$ cat src/hostport_pkg.sv
// Shared constants and carriers for the host bus port of the peripheral adapter.
// Assumes a single 20 MHz system clock; the bus phase clock arrives as a pin.
package hostport_pkg;

    // ======================================================================
    // Widths
    localparam int DATA_W = 8;
    localparam int SEL_W  = 4;
    localparam int NREG   = 16;

    // ======================================================================
    // Reset values
    localparam logic [DATA_W-1:0] DATA_RESET = 8'h00;
    localparam logic [SEL_W-1:0]  SEL_RESET  = 4'h0;
    localparam logic [NREG-1:0]   STB_RESET  = 16'h0000;

    // ======================================================================
    // Timing
    localparam int CLOCK_HZ = 20_000_000;

    // Sampled host-side control, after synchronisation
    typedef struct packed {
        logic              phase;
        logic              select_n;
        logic              read_not_write;
        logic [SEL_W-1:0]  register_select;
    } bus_ctl_t;

    typedef enum {
        ST_IDLE,
        ST_READ,
        ST_WRITE
    } cycle_state_t;

endpackage : hostport_pkg

$ cat src/peripheral_bus_interface.sv
// Host bus port: decodes select, direction and register select, drives or
// samples the eight-bit data bus, and hands strobes to the internal units.
// Assumes bus pins are asynchronous to CLOCK and are held while phase is high.
//
// Behaviour
// Bus phase clock times every transfer
// Act only when selected during high phase
// Deselected bus causes no access
// Host decoder selects during high phase
// Direction high reads, low writes
// Register select chooses one register
// Data bus is eight bits wide
// Drive bus only when selected, reading, high
// Selected read presents chosen register data
// Reset returns all registers to defaults
// Write captured at phase falling edge
// One-cycle read and write strobes
`timescale 1ns/1ps

module peripheral_bus_interface
    import hostport_pkg::*;
(
    input  wire logic                CLOCK,              // 20 MHz system clock
    input  wire logic                RESETN,             // Asynchronous reset, active low
    input  wire logic                BUS_PHASE,          // Bus phase clock pin
    input  wire logic                SELECT_N,           // Device select, active low
    input  wire logic                READ_NOT_WRITE,     // High read, low write
    input  wire logic [SEL_W-1:0]    REGISTER_SELECT,    // Register select pins
    input  wire logic [DATA_W-1:0]   HOST_DATA_BUS_IN,   // Data bus pin input
    output logic      [DATA_W-1:0]   HOST_DATA_BUS_OUT,  // Data bus pin output
    output logic                     HOST_DATA_BUS_OE,   // Data bus drive enable
    input  wire logic [NREG*DATA_W-1:0] REG_READ_DATA,   // Read data of all registers
    output logic      [NREG-1:0]     READ_STROBE,        // One-cycle read strobe per register
    output logic      [NREG-1:0]     WRITE_STROBE,       // One-cycle write strobe per register
    output logic      [DATA_W-1:0]   WRITE_DATA,         // Data captured by a write
    output logic      [SEL_W-1:0]    ACCESS_SELECT       // Register of the last access
);

    // ======================================================================
    // Synchronisers
    bus_ctl_t          meta_reg;
    bus_ctl_t          sync_reg;
    logic [DATA_W-1:0] data_meta_reg;
    logic [DATA_W-1:0] data_sync_reg;

    always_ff @(posedge CLOCK or negedge RESETN) begin
        if (!RESETN) begin
            meta_reg      <= '{phase: 1'b0, select_n: 1'b1, read_not_write: 1'b1,
                               register_select: SEL_RESET};
            sync_reg      <= '{phase: 1'b0, select_n: 1'b1, read_not_write: 1'b1,
                               register_select: SEL_RESET};
            data_meta_reg <= DATA_RESET;
            data_sync_reg <= DATA_RESET;
        end else begin
            meta_reg      <= '{phase: BUS_PHASE, select_n: SELECT_N,
                               read_not_write: READ_NOT_WRITE,
                               register_select: REGISTER_SELECT};
            sync_reg      <= meta_reg;
            data_meta_reg <= HOST_DATA_BUS_IN;
            data_sync_reg <= data_meta_reg;
        end
    end

    // ======================================================================
    // Cycle decode
    logic         phase_prev_reg;
    logic         selected;
    cycle_state_t state_reg;
    cycle_state_t state_next;

    // Selection counts only inside the high phase, so a select glitch in the
    // low phase cannot start an access.
    assign selected = sync_reg.phase && !sync_reg.select_n;

    always_ff @(posedge CLOCK or negedge RESETN) begin
        if (!RESETN) begin
            phase_prev_reg <= 1'b0;
        end else begin
            phase_prev_reg <= sync_reg.phase;
        end
    end

    always_comb begin
        state_next = state_reg;
        case (state_reg)
            ST_IDLE: begin
                if (selected) begin
                    state_next = sync_reg.read_not_write ? ST_READ : ST_WRITE;
                end
            end
            ST_READ, ST_WRITE: begin
                if (!sync_reg.phase) begin
                    state_next = ST_IDLE;
                end
            end
            default: begin
                state_next = ST_IDLE;
            end
        endcase
    end

    always_ff @(posedge CLOCK or negedge RESETN) begin
        if (!RESETN) begin
            state_reg <= ST_IDLE;
        end else begin
            state_reg <= state_next;
        end
    end

    // ======================================================================
    // Register select decode and read data
    logic [SEL_W-1:0]  sel_reg;
    logic [NREG-1:0]   onehot;
    logic [DATA_W-1:0] read_word [NREG];

    always_ff @(posedge CLOCK or negedge RESETN) begin
        if (!RESETN) begin
            sel_reg <= SEL_RESET;
        end else if (state_reg == ST_IDLE && selected) begin
            sel_reg <= sync_reg.register_select;
        end
    end

    genvar gi;
    generate
        for (gi = 0; gi < NREG; gi++) begin : g_dec
            assign onehot[gi]    = (sel_reg == SEL_W'(gi));
            assign read_word[gi] = REG_READ_DATA[gi*DATA_W +: DATA_W];
        end
    endgenerate

    // ======================================================================
    // Data bus drive
    // Drive is dropped as soon as the phase falls; the extra sync latency is
    // a limitation the host must tolerate as data release time.
    always_ff @(posedge CLOCK or negedge RESETN) begin
        if (!RESETN) begin
            HOST_DATA_BUS_OE  <= 1'b0;
            HOST_DATA_BUS_OUT <= DATA_RESET;
        end else begin
            HOST_DATA_BUS_OE  <= (state_next == ST_READ) && selected
                                 && sync_reg.read_not_write;
            // First drive cycle reads the synced pins so the bus never shows the
            // register of the previous access.
            HOST_DATA_BUS_OUT <= (state_reg == ST_IDLE) ? read_word[sync_reg.register_select]
                                                        : read_word[sel_reg];
        end
    end

    // ======================================================================
    // Strobes and write capture
    logic              phase_fall;
    logic [DATA_W-1:0] data_hold_reg;
    assign phase_fall = phase_prev_reg && !sync_reg.phase;

    always_ff @(posedge CLOCK or negedge RESETN) begin
        if (!RESETN) begin
            READ_STROBE   <= STB_RESET;
            WRITE_STROBE  <= STB_RESET;
            WRITE_DATA    <= DATA_RESET;
            ACCESS_SELECT <= SEL_RESET;
            data_hold_reg <= DATA_RESET;
        end else begin
            READ_STROBE   <= (state_reg == ST_READ && phase_fall) ? onehot : STB_RESET;
            WRITE_STROBE  <= (state_reg == ST_WRITE && phase_fall) ? onehot : STB_RESET;
            if (sync_reg.phase) begin
                data_hold_reg <= data_sync_reg;
            end
            if (state_reg == ST_WRITE && phase_fall) begin
                WRITE_DATA <= data_hold_reg;
            end
            if (state_reg != ST_IDLE && phase_fall) begin
                ACCESS_SELECT <= sel_reg;
            end
        end
    end

    // ======================================================================
    // Checks
    // All checks watch synchronised state, so they lag the pins by two edges.
    drive_only_read_a: assert property (@(posedge CLOCK) disable iff (!RESETN)
        HOST_DATA_BUS_OE |-> $past(selected) && $past(sync_reg.read_not_write))
        else $error("bus driven outside a selected read");
    deselect_drive_a: assert property (@(posedge CLOCK) disable iff (!RESETN)
        !selected |=> !HOST_DATA_BUS_OE)
        else $error("bus driven while not selected");
    idle_no_strobe_a: assert property (@(posedge CLOCK) disable iff (!RESETN)
        (state_reg == ST_IDLE) |=> (WRITE_STROBE == STB_RESET))
        else $error("write strobe without an access");
    strobe_single_a: assert property (@(posedge CLOCK) disable iff (!RESETN)
        (WRITE_STROBE != STB_RESET) |=> (WRITE_STROBE == STB_RESET))
        else $error("write strobe longer than one cycle");
    rstrobe_single_a: assert property (@(posedge CLOCK) disable iff (!RESETN)
        (READ_STROBE != STB_RESET) |=> (READ_STROBE == STB_RESET))
        else $error("read strobe longer than one cycle");
    strobe_onehot_a: assert property (@(posedge CLOCK) disable iff (!RESETN)
        $onehot0(WRITE_STROBE | READ_STROBE))
        else $error("more than one register strobed");
    write_dir_a: assert property (@(posedge CLOCK) disable iff (!RESETN)
        (WRITE_STROBE != STB_RESET) |-> $past(state_reg) == ST_WRITE)
        else $error("write strobe in a read cycle");
    read_dir_a: assert property (@(posedge CLOCK) disable iff (!RESETN)
        (READ_STROBE != STB_RESET) |-> $past(state_reg) == ST_READ)
        else $error("read strobe in a write cycle");
    write_data_a: assert property (@(posedge CLOCK) disable iff (!RESETN)
        (WRITE_STROBE != STB_RESET) |-> WRITE_DATA == $past(data_hold_reg))
        else $error("write data not the captured bus value");
    first_data_a: assert property (@(posedge CLOCK) disable iff (!RESETN)
        $rose(HOST_DATA_BUS_OE) |-> HOST_DATA_BUS_OUT == $past(read_word[sync_reg.register_select]))
        else $error("first driven byte not from the selected register");
    read_select_a: assert property (@(posedge CLOCK) disable iff (!RESETN)
        (HOST_DATA_BUS_OE && $past(HOST_DATA_BUS_OE))
        |-> HOST_DATA_BUS_OUT == $past(read_word[sel_reg]))
        else $error("read data not from the selected register");
    phase_low_off_a: assert property (@(posedge CLOCK) disable iff (!RESETN)
        !sync_reg.phase |=> !HOST_DATA_BUS_OE)
        else $error("bus driven in low phase");

    read_seen_c:  cover property (@(posedge CLOCK) disable iff (!RESETN) READ_STROBE != STB_RESET);
    write_seen_c: cover property (@(posedge CLOCK) disable iff (!RESETN) WRITE_STROBE[15]);
    drive_seen_c: cover property (@(posedge CLOCK) disable iff (!RESETN) $rose(HOST_DATA_BUS_OE));
    first_reg_c:  cover property (@(posedge CLOCK) disable iff (!RESETN) READ_STROBE[0]);
    deselect_c:   cover property (@(posedge CLOCK) disable iff (!RESETN)
        sync_reg.phase && sync_reg.select_n);

endmodule : peripheral_bus_interface

$ cat config.mk
export PLATFORM = sky130hd
export DESIGN_NAME = peripheral_bus_interface
export DESIGN_NICKNAME = d
export VERILOG_FILES = /design/src/hostport_pkg.sv /design/src/peripheral_bus_interface.sv
export SDC_FILE = /design/constraint.sdc
export NUM_CORES = 1
export LEC_CHECK = 0
export BUFFER_PORTS_ARGS = -buffer_cell sky130_fd_sc_hd__buf_2
export CELL_PAD_IN_SITES_DETAIL_PLACEMENT = 0
export CELL_PAD_IN_SITES_GLOBAL_PLACEMENT = 1
export CORE_ASPECT_RATIO = 0.9
export CORE_MARGIN = 3
export CORE_UTILIZATION = 41
export CTS_CLUSTER_SIZE = 25
export DETAILED_ROUTE_END_ITERATION = 8
export PLACE_DENSITY = 0.8
export REMOVE_ABC_BUFFERS = 1
export SYNTH_ARGS = -nofsm -noshare
export SYNTH_HDL_FRONTEND = slang
export SYNTH_SLANG_ARGS = --single-unit
export TNS_END_PERCENT = 100
$ cat constraint.sdc
create_clock -name CLOCK -period 2.7 [get_ports CLOCK]
set_input_delay 0.54 -clock CLOCK [delete_from_list [all_inputs] [get_ports CLOCK]]
set_output_delay 0.54 -clock CLOCK [all_outputs]
set_load 0.01 [all_outputs]
==> impl_metrics.toml <==
[run_status]
outcome = "finished, final reports clean"

[floorplan]
fp-row-count = 41
fp.coreArea_um2 = 14100
die_width_um = 133
die_area_um2 = 16000
start_util = 0.423
dieHeight_um = 120
ios = 198

[routing]
drt-wirelength-per-cell_um = 18.8
drc = 0
top_layer_used = "met4"
met1_length_um = 6160
wl_met2_um = 7860
drt-initial-drc-count = 270
vias = 4303
drt_pass1_iterations = 5
avgViaCountPerCell = 5.32
wl_met3_um = 970
drt-total-wl_um = 15200
ant_nets = 0

[clocking]
htree_levels = 4
root_buffer = "clkbuf_16"
clk_latency_ps = 410
cts.path.max_buffers = 2
cts_sinks = 128
clk_pin_slew_ps = 50
cts_setup_buffers = 0
cts_tree = "built"
cts.repair.resized = 0
postCtsHoldBufs = 0
numCtsBuffers = 17

[sta]
setup-violations-final = 0
holdWs_ps = 138
relSlewSlack = 0.331
max_slew.worst_pin.slew_ps = 1000
setup_tns_ps = 0
finalClockSkew_ps = 11.6
min_period_ps = 2160
finalCritPeriodShare = 0.798
final_hold_viol_count = 0
grt_setup_unrepaired = "false"
max_freq_ghz = 0.464
slew_viol_final = 0

[logic_synthesis]
synth_largest_area_cell = "dfrtp_1"
yosys.area_share.simple = 0.0801
yosys-mux-area-fraction = 0.314
synthesis.area_um2 = 5970
ys.flop_type = "dfrtp_1"
synth_common_cells = "dfrtp_1, mux4_2, nor3_1"
synth_compound_area_frac = 0.0401
synthTopCellsByArea = "dfrtp_1, mux4_2, mux2_2"
synth.avg_cell_area_um2 = 15.7
yosys.area.top_type_share = 0.520
synthAdderAreaFrac = 0
ys_types = 32
synth-xor-area-share = 0
yosysWarnings = 0
syn_inst = 381
ys_ff_latch = 128
ys_seq_area_frac = 0.538
post-synth-top-count-cell = "dfrtp_1"
synth_enable_flop_cells = 0
synth_top_family_by_area = "multiplexers"
async_flop_share = 1.00

[placed_design]
hpwl_um = 11400
io_buffers = 197
dpl-instance-area_um2 = 7270
place_congestion = 0.799

[power_and_ir_drop]
p_leak_nw = 3.65
powerDensity_nw_per_um2 = 577
ir_drop_uv = 492

[finish]
largest_reg_flops = 32
area_delta_synth_final_pct = 30.9
fillers = 1178
fin_util = 0.554
regArea_um2 = 3210
multi_input_area_um2 = 2710
fin_area_um2 = 7810
fin_nets = 749
n_antenna_cell = 0
drive_gt1_frac = 0.562

[critical_path]
cpMaxStageDelayCell = "or4_1"
end_kind = "register"
path_cells = "nor4_1 -> nand4_1 -> or4_1 -> buf_4 -> mux2_4"
cp_max_fo = 24
worst_ep_required_time_ps = 2990
arrival_ps = 2450
cpPeakStageDelay_ps = 530
critPathLaunchType = "register"
crit_type = "register to register"

[grt]
grt_usage = 0.196
antenna_found_initial = 0
grt-ovfl-total = 0
grt_pass1_vias = 4672
grt_start_max_net_pins = 50
grt_pass1_wl_um = 24200

[min_path]
hp-class = "input port to asynchronous set/reset pin"

[job]
drv_cap = 0
-- layer usage --
| metal | vias to the layer above | track usage |
|---|---|---|
| met5 | - | 0 |
| met1 | 2188 | 0.256 |
| met4 | 0 | 0.0630 |
| met3 | 22 | 0.0520 |
| met2 | 184 | 0.325 |
| li1 | 1909 | - |
-- where the power goes --
group	switching (mW)	internal [mW]
sequential	0.0345	1.99
combinational	0.177	0.236
clock	0.744	1.33
-- critical path, delay by kind of cell (launching register included) --
kind,cells,cell delay [ps]
flops,1,360
buf+inv,1,240
mux,1,320
simple gates,3,1130
-- metrics by stage --
stage	std cells	worst slack (ps)	power (mW)
3_3_place_gp	778	582	2.45
2_1_floorplan	375	-2.09	2.25
3_5_place_dp	778	528	2.47
4_1_cts	809	529	4.55
5_1_grt	809	327	4.69
6_report	809	544	4.51
-- final cells by class --
class	instances	share of cell area
Multi-Input combinational cell	247	0.346
Sequential cell	128	0.411
Timing Repair Buffer	210	0.142
Tap cell	193	0.0309
Clock inverter	6	0.00737
Clock buffer	25	0.0621
-- final timing paths --
| path | start | endpoint | slack [ps] | cells past startpoint |
|---|---|---|---|---|
| worst max-delay path | state_reg[9] | WRITE_DATA[3] | 540 | 5 |
| worst min-delay path | RESETN | data_hold_reg[5] | 140 | 1 |
| worst max register to register | state_reg[9] | WRITE_DATA[3] | 540 | 5 |
| worst min register to register | data_meta_reg[6] | data_sync_reg[6] | 340 | 0 |
| max in group asynchronous | RESETN | READ_STROBE[7] | 1840 | 2 |
| min in group CLOCK | HOST_DATA_BUS_IN[4] | data_meta_reg[4] | 240 | 1 |
-- cell usage in the layout (no fill, tap or decap), drive strengths merged, types with 6 or more instances in the layout --
master	count
nor2b	6
mux2i	7
dfrtp	124
clkbuf	25
nand2	16
buf	210
mux2	31
nor4	10
conb	30
a22oi	24
nor3	33
mux4	64
-- cells by family (layout without fill, tap and decap cells) --
group | count (synthesis) | in the layout
buffers and inverters | 35 | 241
other | 1 | 30
AO/OA/AOI/OAI | 31 | 31
multiplexers | 102 | 102
AND/OR/NAND/NOR | 84 | 84
flip-flops | 128 | 128
No activity file was read; power rests on OpenSTA's default activity.
